File: src/cssc_pkg.sv
package cssc_pkg;
  // Register byte offsets on APB
  localparam logic [11:0] CSSC_OFF_TRIM   = 12'h000;
  localparam logic [11:0] CSSC_OFF_PCTRL  = 12'h004;
  localparam logic [11:0] CSSC_OFF_STATUS = 12'h008;
  // Reset values
  localparam logic [7:0]  CSSC_PCTRL_RST  = 8'h00;
  // Field positions in power_control
  localparam int          CSSC_ARM_BIT    = 6;
  localparam int          CSSC_KIND_HI    = 7;
  localparam int          CSSC_KIND_MID   = 5;
  localparam int          CSSC_KIND_LO    = 4;
  // Clock origin codes
  localparam logic [3:0]  CSSC_ORIGIN_EXT = 4'h0;
  localparam logic [3:0]  CSSC_ORIGIN_RCLO = 4'h1;
  localparam logic [3:0]  CSSC_ORIGIN_RCHI = 4'h4;
  localparam logic [3:0]  CSSC_ORIGIN_XTAL = 4'hA;
  // Timing
  localparam int          CSSC_CLK_MHZ    = 250;
  localparam int          CSSC_START_CK   = 6;
  localparam int          CSSC_WAKE_HALT  = 4;
  localparam int          CSSC_LOAD_LAG   = 2;
  localparam int          CSSC_STBY_CK    = 6;
  localparam int          CSSC_DLY1_US    = 4100;
  localparam int          CSSC_DLY2_US    = 65000;
  localparam int          CSSC_DLY1_CYC   = CSSC_DLY1_US * CSSC_CLK_MHZ;
  localparam int          CSSC_DLY2_CYC   = CSSC_DLY2_US * CSSC_CLK_MHZ;

  typedef enum logic [2:0] {
    KIND_IDLE   = 3'h0,
    KIND_NOISE  = 3'h1,
    KIND_PDOWN  = 3'h2,
    KIND_PSAVE  = 3'h3,
    KIND_RES4   = 3'h4,
    KIND_RES5   = 3'h5,
    KIND_STBY   = 3'h6,
    KIND_XSTBY  = 3'h7
  } cssc_kind_t;

  typedef enum {
    ST_RESET,
    ST_RUN,
    ST_SLEEP,
    ST_START,
    ST_HALT
  } cssc_state_t;

  // Clock gate enables toward the clock tree
  typedef struct packed {
    logic cpu;
    logic flash;
    logic io;
    logic adc;
    logic asy;
    logic mainOsc;
  } cssc_gates_t;
endpackage

File: src/cssc_delay_counter.sv
`timescale 1ns/1ns
module cssc_delay_counter
  import cssc_pkg::*;
#(
  parameter int WIDTH = 25
)(
  // Clock and reset
  input  wire logic             clk,
  input  wire logic             reset,
  // Control
  input  wire logic             load,
  input  wire logic [WIDTH-1:0] count,
  // Status
  output logic                  done
);
  initial
  begin
    if (WIDTH < 5 || WIDTH > 31)
      $error("cssc_delay_counter: WIDTH out of range");
  end

  typedef struct packed {
    logic [WIDTH-1:0] remain;
  } cssc_cnt_t;

  cssc_cnt_t cnt_q;
  cssc_cnt_t cnt_d;

  always_comb
  begin
    cnt_d = cnt_q;
    if (load)
      cnt_d.remain = count;
    else if (cnt_q.remain != '0)
      cnt_d.remain = cnt_q.remain - WIDTH'(1);
  end

  always_ff @(posedge clk)
  begin
    if (reset)
      cnt_q <= '0;
    else
      cnt_q <= cnt_d;
  end

  assign done = !load && (cnt_q.remain == '0);
endmodule

File: src/cssc_clock_start_and_sleep_ctrl.sv
// Functional notes
// Internal RC: start codes 00/01/10 give 6 cycles plus 0, 4.1ms, 65ms
// Every chip reset loads the factory calibration byte into osc_trim
// Trim zero is slowest, larger values faster, FF fastest
// Trim 00, 7F, FF span 50-100, 75-150, 100-200 percent
// Software keeps trim within ten percent over nominal during memory writes
// External clock is used only with clock origin code 0000
// External clock: start codes 00/01/10 give 6 cycles plus 0, 4.1ms, 65ms
// External clock steps above two percent only while held in reset
// Sleep entered only with sleep arm bit set and sleep instruction
// Sleep kind at bits 7,5,4; codes 100 and 101 reserved
// Standby kinds only with crystal or resonator selected
// Interrupt wake halts four cycles beyond start-up, then resumes
// Register file and SRAM kept unchanged across sleep
// Reset during sleep wakes and restarts at the reset vector
// Idle stops cpu and flash clocks only
// Power-down stops oscillator and all generated clocks
// Power-save keeps only the asynchronous timer clock
// Standby keeps oscillator and wakes within six cycles
// Sleep with a reserved kind code acts as no-operation
// All bits of osc_trim and power_control read and write anytime; a write in the ST_RESET cycle after reset is overwritten
//
// Register access over APB and the register addresses were left to the implementer.
`timescale 1ns/1ns
module cssc_clock_start_and_sleep_ctrl
  import cssc_pkg::*;
#(
  parameter int DLY1_CYC = CSSC_DLY1_CYC,
  parameter int DLY2_CYC = CSSC_DLY2_CYC
)(
  // Clock and reset
  input  wire logic        clk,
  input  wire logic        reset,
  // APB slave
  input  wire logic        psel,
  input  wire logic        penable,
  input  wire logic        pwrite,
  input  wire logic [11:0] paddr,
  input  wire logic [31:0] pwdata,
  input  wire logic [3:0]  pstrb,
  output logic [31:0]      prdata,
  output logic             pready,
  output logic             pslverr,
  // Fuses and factory byte
  input  wire logic [3:0]  clockOriginCode,
  input  wire logic [1:0]  startDelayCode,
  input  wire logic [7:0]  factoryTrim,
  // Core side
  input  wire logic        sleepInstr,
  input  wire logic        wakeIrq,
  output logic             coreHalt,
  output logic             resetVectorStart,
  output logic             sleepNop,
  // Clock tree
  output logic [7:0]       trimValue,
  output logic             useExtClock,
  output cssc_gates_t      clockGates
);
  initial
  begin
    if (DLY1_CYC < 1 || DLY2_CYC < DLY1_CYC || DLY2_CYC > 2**25 - 1)
      $error("cssc_clock_start_and_sleep_ctrl: delay counts out of range");
  end

  typedef struct packed {
    cssc_state_t state;
    logic [7:0]  trim;
    logic [7:0]  pctrl;
    logic [2:0]  kind;
    logic [2:0]  step;
    logic        fromReset;
    logic        nop;
    logic        load;
    logic [24:0] loadVal;
    logic [31:0] rdata;
  } cssc_regs_t;

  cssc_regs_t r_q;
  cssc_regs_t r_d;
  logic       cntDone;
  logic [2:0] kindNow;
  logic       xtalSel;
  logic       kindOk;
  logic       access;

  cssc_delay_counter #(
    .WIDTH (25)
  ) u_delay (
    .clk   (clk),
    .reset (reset),
    .load  (r_q.load),
    .count (r_q.loadVal),
    .done  (cntDone)
  );

  assign kindNow = {r_q.pctrl[CSSC_KIND_HI], r_q.pctrl[CSSC_KIND_MID], r_q.pctrl[CSSC_KIND_LO]};
  // Crystal or resonator origins
  assign xtalSel = clockOriginCode >= CSSC_ORIGIN_XTAL;
  always_comb
  begin
    unique case (kindNow)
      KIND_RES4, KIND_RES5: kindOk = 1'b0;
      KIND_STBY, KIND_XSTBY: kindOk = xtalSel;
      default: kindOk = 1'b1;
    endcase
  end
  assign access = psel && penable;

  always_comb
  begin
    r_d = r_q;
    r_d.load = 1'b0;
    r_d.nop = 1'b0;
    // Register writes and reads
    if (access && pwrite && pstrb[0])
    begin
      if (paddr == CSSC_OFF_TRIM)
        r_d.trim = pwdata[7:0];
      if (paddr == CSSC_OFF_PCTRL)
        r_d.pctrl = pwdata[7:0];
    end
    // Read data captured in setup so it stands through the access cycle
    if (psel && !penable && !pwrite)
    begin
      unique case (paddr)
        CSSC_OFF_TRIM:   r_d.rdata = {24'h000000, r_q.trim};
        CSSC_OFF_PCTRL:  r_d.rdata = {24'h000000, r_q.pctrl};
        CSSC_OFF_STATUS: r_d.rdata = {26'h0, r_q.nop, r_q.fromReset, 1'b0, r_q.kind};
        default:         r_d.rdata = 32'h00000000;
      endcase
    end
    unique case (r_q.state)
      ST_RESET:
      begin
        r_d.trim = factoryTrim;
        r_d.pctrl = CSSC_PCTRL_RST;
        r_d.fromReset = 1'b1;
        r_d.load = 1'b1;
        r_d.state = ST_START;
        unique case (startDelayCode)
          2'h1: r_d.loadVal = 25'(DLY1_CYC + CSSC_START_CK);
          2'h2: r_d.loadVal = 25'(DLY2_CYC + CSSC_START_CK);
          default: r_d.loadVal = 25'(CSSC_START_CK);
        endcase
      end
      ST_RUN:
      begin
        r_d.fromReset = 1'b0;
        if (sleepInstr && r_q.pctrl[CSSC_ARM_BIT])
        begin
          if (kindOk)
          begin
            r_d.kind = kindNow;
            r_d.state = ST_SLEEP;
          end
          else
            r_d.nop = 1'b1;
        end
      end
      ST_SLEEP:
        if (wakeIrq)
        begin
          r_d.load = 1'b1;
          r_d.state = ST_START;
          // Load and done latency already spends two start cycles
          if (r_q.kind == KIND_STBY || r_q.kind == KIND_XSTBY)
            r_d.loadVal = 25'(CSSC_STBY_CK - CSSC_WAKE_HALT - CSSC_LOAD_LAG);
          else
            r_d.loadVal = 25'(CSSC_START_CK - CSSC_LOAD_LAG);
        end
      ST_START:
        if (cntDone)
        begin
          r_d.step = 3'h0;
          r_d.state = r_q.fromReset ? ST_RUN : ST_HALT;
        end
      ST_HALT:
      begin
        r_d.step = r_q.step + 3'h1;
        if (r_q.step == 3'(CSSC_WAKE_HALT - 1))
          r_d.state = ST_RUN;
      end
    endcase
  end

  always_ff @(posedge clk)
  begin
    if (reset)
    begin
      r_q <= '0;
      r_q.state <= ST_RESET;
    end
    else
      r_q <= r_d;
  end

  // APB answers in the access cycle
  assign pready = 1'b1;
  assign pslverr = 1'b0;
  assign prdata = r_q.rdata;
  assign trimValue = r_q.trim;
  assign useExtClock = clockOriginCode == CSSC_ORIGIN_EXT;
  assign coreHalt = r_q.state != ST_RUN;
  assign resetVectorStart = r_q.state == ST_START && r_q.fromReset;
  assign sleepNop = r_q.nop;

  always_comb
  begin
    clockGates = '1;
    if (r_q.state == ST_SLEEP)
    begin
      clockGates.cpu = 1'b0;
      clockGates.flash = 1'b0;
      unique case (r_q.kind)
        KIND_IDLE: ;
        KIND_NOISE: clockGates.io = 1'b0;
        KIND_PDOWN: clockGates = '0;
        KIND_PSAVE: clockGates = '{default: 1'b0, asy: 1'b1};
        KIND_STBY: clockGates = '{default: 1'b0, mainOsc: 1'b1};
        default: clockGates = '{default: 1'b0, asy: 1'b1, mainOsc: 1'b1};
      endcase
    end
    else if (r_q.state == ST_START && !r_q.fromReset)
      clockGates.cpu = 1'b0;
  end
endmodule

File: config.mk
export PLATFORM = sky130hd
export DESIGN_NAME = cssc_clock_start_and_sleep_ctrl
export DESIGN_NICKNAME = d
export VERILOG_FILES = /design/src/cssc_pkg.sv /design/src/cssc_delay_counter.sv /design/src/cssc_clock_start_and_sleep_ctrl.sv
export SDC_FILE = /design/constraint.sdc
export NUM_CORES = 1
export LEC_CHECK = 0
export BUFFER_PORTS_ARGS = -buffer_cell sky130_fd_sc_hd__buf_4
export CORE_UTILIZATION = 30
export DETAILED_ROUTE_END_ITERATION = 16
export PLACE_DENSITY = 0.6
export SYNTH_ARGS = -nofsm -noshare
export SYNTH_HDL_FRONTEND = slang
export SYNTH_SLANG_ARGS = --single-unit
File: constraint.sdc
create_clock -name clk -period 4.64 [get_ports clk]
set_clock_uncertainty 0.1 [all_clocks]
set_input_delay 0.928 -clock clk [delete_from_list [all_inputs] [get_ports clk]]
set_output_delay 0.928 -clock clk [all_outputs]
set_load 0.005 [all_outputs]
### Word-level counts from Yosys, hierarchy flattened

Cells that the tools add are included.

* register bits after elaboration: 139
* bits in latches: 0
* bits in writable memories: 0
* bits in read-only memories: 0
* output and inout bits: 52
* logic and storage cells: 107
* memories kept: 0

* add/subtract/negate cells: 2
* multipliers: 0
* div/mod/pow operators: 0
* order comparisons: 1
* equality and inequality tests: 26
* shift operators: 0
* muxes and demuxes: 28
* bitwise gates (word level): 2
* reductions and logical operators: 37

Operators by type and width (count)
* $mux 32: 5
* $pmux 32 s5: 1
* $eq 32x3->1 const B: 3
* $eq 32x2->1 const B: 2
* $pmux 26 s2: 1
* $mux 25: 2
* $pmux 24 s2: 1
* $eq 32x1->1 const B: 1
* $logic_not 32->1: 1
* $mux 16: 2
* $ne 32x2->1 const B: 1
* $mux 26: 1
* $logic_not 25->1: 1
* $reduce_bool 25->1: 1
* $sub 25x1->25 const B: 1
* $pmux 8 s3: 1
* $eq 3x3->1 const B: 6
* $mux 8: 2
* $eq 12x3->1 const B: 1
* $eq 12x4->1 const B: 1
* $logic_not 12->1: 1
* $pmux 3 s4: 1
* $reduce_bool 2->1: 6
* $ne 2x2->1 const B: 5
* other kinds (22): 48

### Depth between registers and ports, before layout

Gate-level depths: netlist of run 1.

* word-level depth: 6
* gate-level depth with buffers: 7

### By module

From an unflattened synthesis of run 1, not the netlist that was laid out.

* cells, all modules: 430
* area, all modules: 3686.0 um^2

By module, submodules not included
* cssc_clock_start_and_sleep_ctrl: instances 1, cells an instance 261, area an instance 2287.2 um^2, sequential area each 820.8 um^2
* cssc_delay_counter: instances 1, cells an instance 169, area an instance 1398.8 um^2, sequential area each 500.5 um^2

### Worst setup path before layout of run 1

Ideal clock, no wire load.

* kind: in2reg
* start point: in paddr[7]
* end point: reg r_q, in the netlist kindNow[0]
* arrival: 2.214 ns
* setup slack: 2.202 ns
* stages on the path: 6
* path through: nor4_1 -> and3_1 -> buf_1 -> nand3_1 -> mux2i_1 -> nor2_1

* longest elaborated chain between the ends: 2

Ends and longest elaborated chain
* from (decl): RTL line cssc_clock_start_and_sleep_ctrl.sv:38 `input wire logic [11:0] paddr,`
* $eq 12x3->1: RTL line cssc_clock_start_and_sleep_ctrl.sv:119 `if (paddr == CSSC_OFF_PCTRL)`
* $reduce_and 2->1 (no source line)
* to (signal assigned): RTL line cssc_clock_start_and_sleep_ctrl.sv:194 `r_q <= r_d;`
* to (decl): RTL line cssc_clock_start_and_sleep_ctrl.sv:78 `cssc_regs_t r_q;`

Every way passes these cells.
A chain may end at the register's enable or synchronous reset.

==> run_results.csv, run 1 <==
group,metric,value,unit
route,first_pass_iters,5,
sta,slew_headroom,0.457,
clocking,cts_resized,0,
global_routing,use_met1,0.164,
power,intPower,1.31,mW
setup_path,criticalPathCategory,"register to output pin",
setup_path,r2r_slack,2.14,ns
clocking,post_cts_buffers,0,
route,finalWirelength,8230,um
power,seq_power_share,0.376,
global_routing,grt_pass1_vias,2886,
global_routing,grt_pass1_wl,13700,um
placed_design,placed_cells,592,
min_path,hold_path.class,"register to register",
floorplanning,die_w,111,um
route,drc,0,
setup_path,cp-end-kind,"output pin",
clocking,htreeDepth,3,
power,clockPowerShare,0.379,
global_routing,grt_max_degree,46,
placed_design,port-buffer-count,67,
global_routing,grt_usage,0.139,
sta,slew_viol_final,0,
yosys,synth_ff_type,"dfxtp_1",
sta,final-setup-viol-count,0,
placed_design,post_dp_cell_area,0.00395,mm2
sta,whs,0.354,ns
yosys,ys_warn_count,0,
global_routing,use_met3,0.0328,
clocking,cts_root_buf,"clkbuf_16",
floorplanning,core,0.0115,mm2
yosys,yosysMostFrequentCell,"dfxtp_1",
route,wl_per_cell,13.5,um
route,ant_nets,0,
setup_path,rr_startpoint,"u_delay.cnt_q[6]",
sta,max_freq,367,MHz
layout,final_cell_area,0.00427,mm2
route,num_vias,2968,
min_path,whs_path_depth,2,
yosys,synth.largest_area_cell,"dfxtp_1",
yosys,synth_edf_count,0,
setup_path,path_max_fanout,7,
yosys,synth.distinct_cells,48,
setup_path,r2r-end,"u_delay.cnt_q[12]",
placed_design,gp_congestion,0.781,
setup_path,crit_path_start,"r_q[84]",
setup_path,worst-r2r-cell-count,5,
power,p_comb_frac,0.246,
clocking,clock-sinks,66,
yosys,async_flop_share,0,
global_routing,overflow,0,
setup_path,critPathCapture,"clockGates[0]",
yosys,synth_seq_cells,66,
layout,syn_to_final_growth,19.6,%
sta,setup_tns,0,ns
floorplanning,rows,39,
sta,finalHoldViolCount,0,
yosys,postSynthAreaPerCell,8.55,um2
yosys,synth-seq-area-share,0.371,
setup_path,arrival,1.70,ns
sta,rsz0062_at_grt,"false",
clocking,cts_buffers,9,
setup_path,start_kind,"register",
layout,layout.cells.non_filler,608,
sta,fin_crit_sh,0.588,
power,leakagePower,1.79,nW
clocking,clk_latency,0.33,ns
yosys,syn_area,0.00357,mm2
route,vias_per_cell,4.88,
yosys,synth_common_cells,"66 x dfxtp_1, 46 x nor2_1, 43 x buf_4, 28 x nand2_1, 25 x mux2i_1",
global_routing,met2_usage,0.240,
global_routing,top_usage_layer,"met2",
power,switching_share,0.312,
layout,n_antenna_cell,0,
yosys,netlist_instances,417,
sta,worstMarginPinSlew,0.813,ns
sta,period_minus_slack,2.73,ns
power,ir_drop,0.189,mV
clocking,clock_path_buffers,2,
route,first_iter_violations,97,
floorplanning,start_util,0.310,
yosys,synth_top_cell_area_share,0.371,
floorplanning,dieArea,0.0123,mm2
global_routing,grt_antenna_before_repair,0,
yosys,yosys-top-cells-area,"dfxtp_1 37%, buf_4 9.1%, mux2i_1 7.0%",
status,status,"finished clean",
clocking,cts_tree,"done",
power,powerDensity,447,mW/mm2
floorplanning,die-height,111,um
power,switching_power,595,uW
clocking,hold_buffers,0,
setup_path,cp_data_required_time,3.61,ns
floorplanning,ioPinCount,121,
run,max-cap-violations,0,
layout,final_nets,535,
clocking,clkTransAtPathRegs,0.06,ns
placed_design,dp_hpwl,6040,um
layout,layout-drive-gt1-share,0.209,
through the flow:
| stage | total power, mW | utilization | worst slack [ns] |
|---|---|---|---|
| 3_5_place_dp | 1.19 | 0.343 | 1.86 |
| 4_1_cts | 1.92 | 0.370 | 1.89 |
| 3_3_place_gp | 1.18 | 0.343 | 1.91 |
| 6_report | 1.91 | 0.370 | 1.91 |
| 5_1_grt | 2.00 | 0.370 | 1.81 |
| 2_1_floorplan | 1.08 | - | 2.20 |
layout by cell type, fill, tap and decap left out, types with 3 or more instances in the layout:
cell and count:
buf_4 67, dfxtp_1 66, nor2_1 46, nand2_1 28
conb_1 26, mux2i_1 25, a21oi_1 22, o21ai_0 17
nand3_1 16, xnor2_1 12, nor4_1 10, nor3_1 10
a21boi_0 10, a211oi_1 9, clkbuf_16 9, inv_1 8
nand2b_1 8, a31oi_1 6, ha_1 6, nor2b_1 5
or4_1 5, nor3b_1 4, and2_1 4, o31ai_1 4
or2_2 3, nor4_4 3, or3_1 3, mux2_2 3
xor2_1 3
cell type report:
cell class | instances | area (um2)
fill | 1194 | 7250
sequential | 66 | 1320
multi-input combinational | 308 | 1920
tap | 143 | 179
clock buffer | 11 | 233
inverter | 8 | 30.0
timing repair buffer | 67 | 503
clock inverter | 5 | 78.8
kinds of logic after synthesis:
logic type,count (synthesis),share of synthesized area
multiplexers,28,0.0796
other,2,0.00211
XOR/XNOR,15,0.0368
AND/OR/NAND/NOR,156,0.240
adder cells (fa/ha/maj),6,0.0211
AO/OA/AOI/OAI,77,0.134
buffers and inverters,67,0.116
flip-flops,66,0.371
worst min path at each step:
stage                     startpoint   endpoint  slack (ns)
final                      prdata[4]  prdata[4]        0.35
after global routing       prdata[3]  prdata[3]        0.38
after CTS                  prdata[5]  prdata[5]        0.36
after detailed placement   prdata[5]  prdata[5]        0.35
after global placement     prdata[3]  prdata[3]        0.34
after floorplan            prdata[0]  prdata[0]        0.33
critical path, cell delays in order (launching register included):
cell and delay [ns]:
dfxtp_1 0.35, nor2_1 0.18, and2_1 0.29, nand2_1 0.12, or2_2 0.29, buf_4 0.14
sequential cells by signal (all words and copies together), names as in the netlist:
| name | flops |
|---|---|
| u_delay.cnt_q | 25 |
| r_q | 21 |
| prdata | 8 |
| trimValue | 8 |
| kindNow | 3 |
| sleepNop | 1 |
power groups by stage:
stage	clock network [mW]	registers, mW	logic (mW)
floorplan	0	0.705	0.378
global placement	0	0.723	0.458
detailed placement	0	0.727	0.467
CTS	0.733	0.715	0.470
global route	0.754	0.727	0.521
finish	0.722	0.716	0.468
routing by layer:
| layer | part of all wire | up-vias |
|---|---|---|
| li1 | - | 1487 |
| met2 | 0.49 | 87 |
| met4 | 0.021 | 0 |
| met5 | 0 | - |
| met1 | 0.44 | 1379 |
| met3 | 0.051 | 15 |
(Power assumes the default switching activity.)
==> inputs of run 2 (changes only) <==
--- a/config.mk
+++ b/config.mk
@@ -8,7 +8,7 @@
 export BUFFER_PORTS_ARGS = -buffer_cell sky130_fd_sc_hd__buf_4
 export CORE_UTILIZATION = 30
 export DETAILED_ROUTE_END_ITERATION = 16
-export PLACE_DENSITY = 0.6
+export PLACE_DENSITY = 0.62
 export SYNTH_ARGS = -nofsm -noshare
 export SYNTH_HDL_FRONTEND = slang
 export SYNTH_SLANG_ARGS = --single-unit
==> constraint.sdc (replaced) <==
create_clock -name clk -period 2.4 [get_ports clk]
set_clock_uncertainty 0.1 [all_clocks]
set_input_delay 0.48 -clock clk [delete_from_list [all_inputs] [get_ports clk]]
set_output_delay 0.48 -clock clk [all_outputs]
set_load 0.005 [all_outputs]
==> run 2 against run 1 <==
Against the previous run: the run now ends with DRC left; highest routed layer unchanged; wire length fell by 0.41%; via count fell by 0.57%; utilization rose by 1.0 points; power grew 100%; sequential power up 93%; critical endpoint is now clockGates[1].
==> run_results.csv, run 2 (synthesized netlist as in run 1, its figures left out) <==
group,metric,value,unit
status,status,"complete, but fails checks",
status,violations,"DRC",
global_routing,grt_pass1_wl,13700,um
floorplanning,start_util,0.310,
route,first_iter_violations,86,
global_routing,overflow,0,
global_routing,grt_max_degree,25,
layout,syn_to_final_growth,22.8,%
setup_path,rr_startpoint,"u_delay.cnt_q[12]",
sta,fin_crit_sh,0.949,
sta,max_freq,439,MHz
setup_path,path_max_fanout,7,
sta,setup_tns,0,ns
layout,largest_reg_flops,25,
placed_design,dp_slack,0.342,ns
run,max-cap-violations,0,
floorplanning,ioPinCount,121,
floorplanning,core,0.0115,mm2
sta,fin_ws,0.123,ns
placed_design,placed_cells,603,
floorplanning,dieArea,0.0123,mm2
clocking,clock_path_buffers,2,
layout,layout-drive-gt1-share,0.229,
sta,slew_viol_final,0,
global_routing,grt_usage,0.139,
floorplanning,die_w,111,um
placed_design,dp_hpwl,6240,um
power,leakagePower,1.85,nW
sta,rsz0062_at_grt,"false",
setup_path,arrival,1.70,ns
layout,multi_input_area,0.00192,mm2
min_path,worstHoldStart,"pwdata[2]",
setup_path,start_kind,"register",
global_routing,grt_antenna_before_repair,0,
sta,slew_headroom,0.505,
layout,most-common-layout-cells,"78 x buf_4, 66 x dfxtp_1, 46 x nor2_1",
clocking,clk_latency,0.33,ns
clocking,cts_root_buf,"clkbuf_16",
route,drc,8,
clocking,cts_resized,0,
min_path,hold_path.class,"primary input to register",
layout,n_antenna_cell,0,
power,powerDensity,874,mW/mm2
sta,period_minus_slack,2.28,ns
power,ir_drop,0.416,mV
global_routing,grt_pass1_vias,2825,
sta,whs,0.298,ns
layout,final_common_cell,"buf_4",
setup_path,r2r-end,"u_delay.cnt_q[16]",
clocking,cts_buffers,9,
placed_design,gp_congestion,0.769,
min_path,whs_path_depth,3,
clocking,htreeDepth,3,
sta,finalHoldViolCount,0,
route,finalWirelength,8190,um
route,vias_per_cell,4.77,
setup_path,criticalPathCategory,"register to output pin",
sta,worstMarginPinSlew,0.737,ns
clocking,post_cts_buffers,0,
layout,final_nets,546,
route,first_pass_iters,11,
clocking,clock-sinks,66,
setup_path,cp-end-kind,"output pin",
clocking,cts_tree,"done",
layout,regArea,0.00132,mm2
setup_path,worst-r2r-cell-count,5,
route,num_vias,2951,
floorplanning,die-height,111,um
min_path,holdPathEnd,"r_q[68]",
layout,largest_registers,"u_delay.cnt_q: 25 flops, r_q: 21 flops",
sta,final-setup-viol-count,0,
layout,layout.cells.non_filler,619,
setup_path,crit_path_start,"r_q[84]",
power,total_power,3.83,mW
clocking,hold_buffers,0,
floorplanning,rows,39,
layout,fillers,1210,
setup_path,cp_data_required_time,1.82,ns
route,ant_nets,0,
clocking,clkTransAtPathRegs,0.06,ns
setup_path,r2r_slack,0.32,ns
route,wl_per_cell,13.2,um
placed_design,port-buffer-count,67,
layout,regMostFlops,"u_delay.cnt_q",
==> run 2: worst max-delay path: stages, from the launching register on <==
cell and delay, ns:
dfxtp_1 0.36, nor2_1 0.19, and2_1 0.28, nand2_1 0.12, or2_2 0.29, buf_4 0.14
==> run 2: layout make-up <==
class                      instances  area share
clock buffer                      10      0.0523
clock inverter                     6      0.0263
inverter                           8     0.00686
multi-input combinational        308       0.438
sequential                        66       0.302
tap                              143      0.0408
timing repair buffer              78       0.134
==> run 2: how the worst max path moves through the flow <==
| stage | cells after the start | endpoint |
|---|---|---|
| 4_1_cts | 5 | clockGates[0] |
| 2_1_floorplan | 6 | kindNow[0] |
| 3_5_place_dp | 6 | r_q[60] |
| 6_report | 5 | clockGates[1] |
| 3_3_place_gp | 6 | r_q[62] |
| 5_1_grt | 5 | clockGates[0] |
==> run 2: metal layers <==
metal	routed length, um	vias up	part of all wire	track usage
met5	0	-	0	0
met4	114	0	0.014	0.0459
met3	519	10	0.063	0.0465
met2	3920	89	0.48	0.240
met1	3640	1344	0.44	0.161
li1	-	1508	-	-
==> run 2: power by group <==
part           internal, mW  switching, mW
registers              1.23          0.154
logic                 0.432          0.513
clock network          1.02          0.486
==> run 2: through the flow <==
step	instance area, um2	utilization
after floorplan	3660	-
after global placement	4040	0.351
after detailed placement	4040	0.351
after CTS	4380	0.380
after global routing	4380	0.380
final	4380	0.380
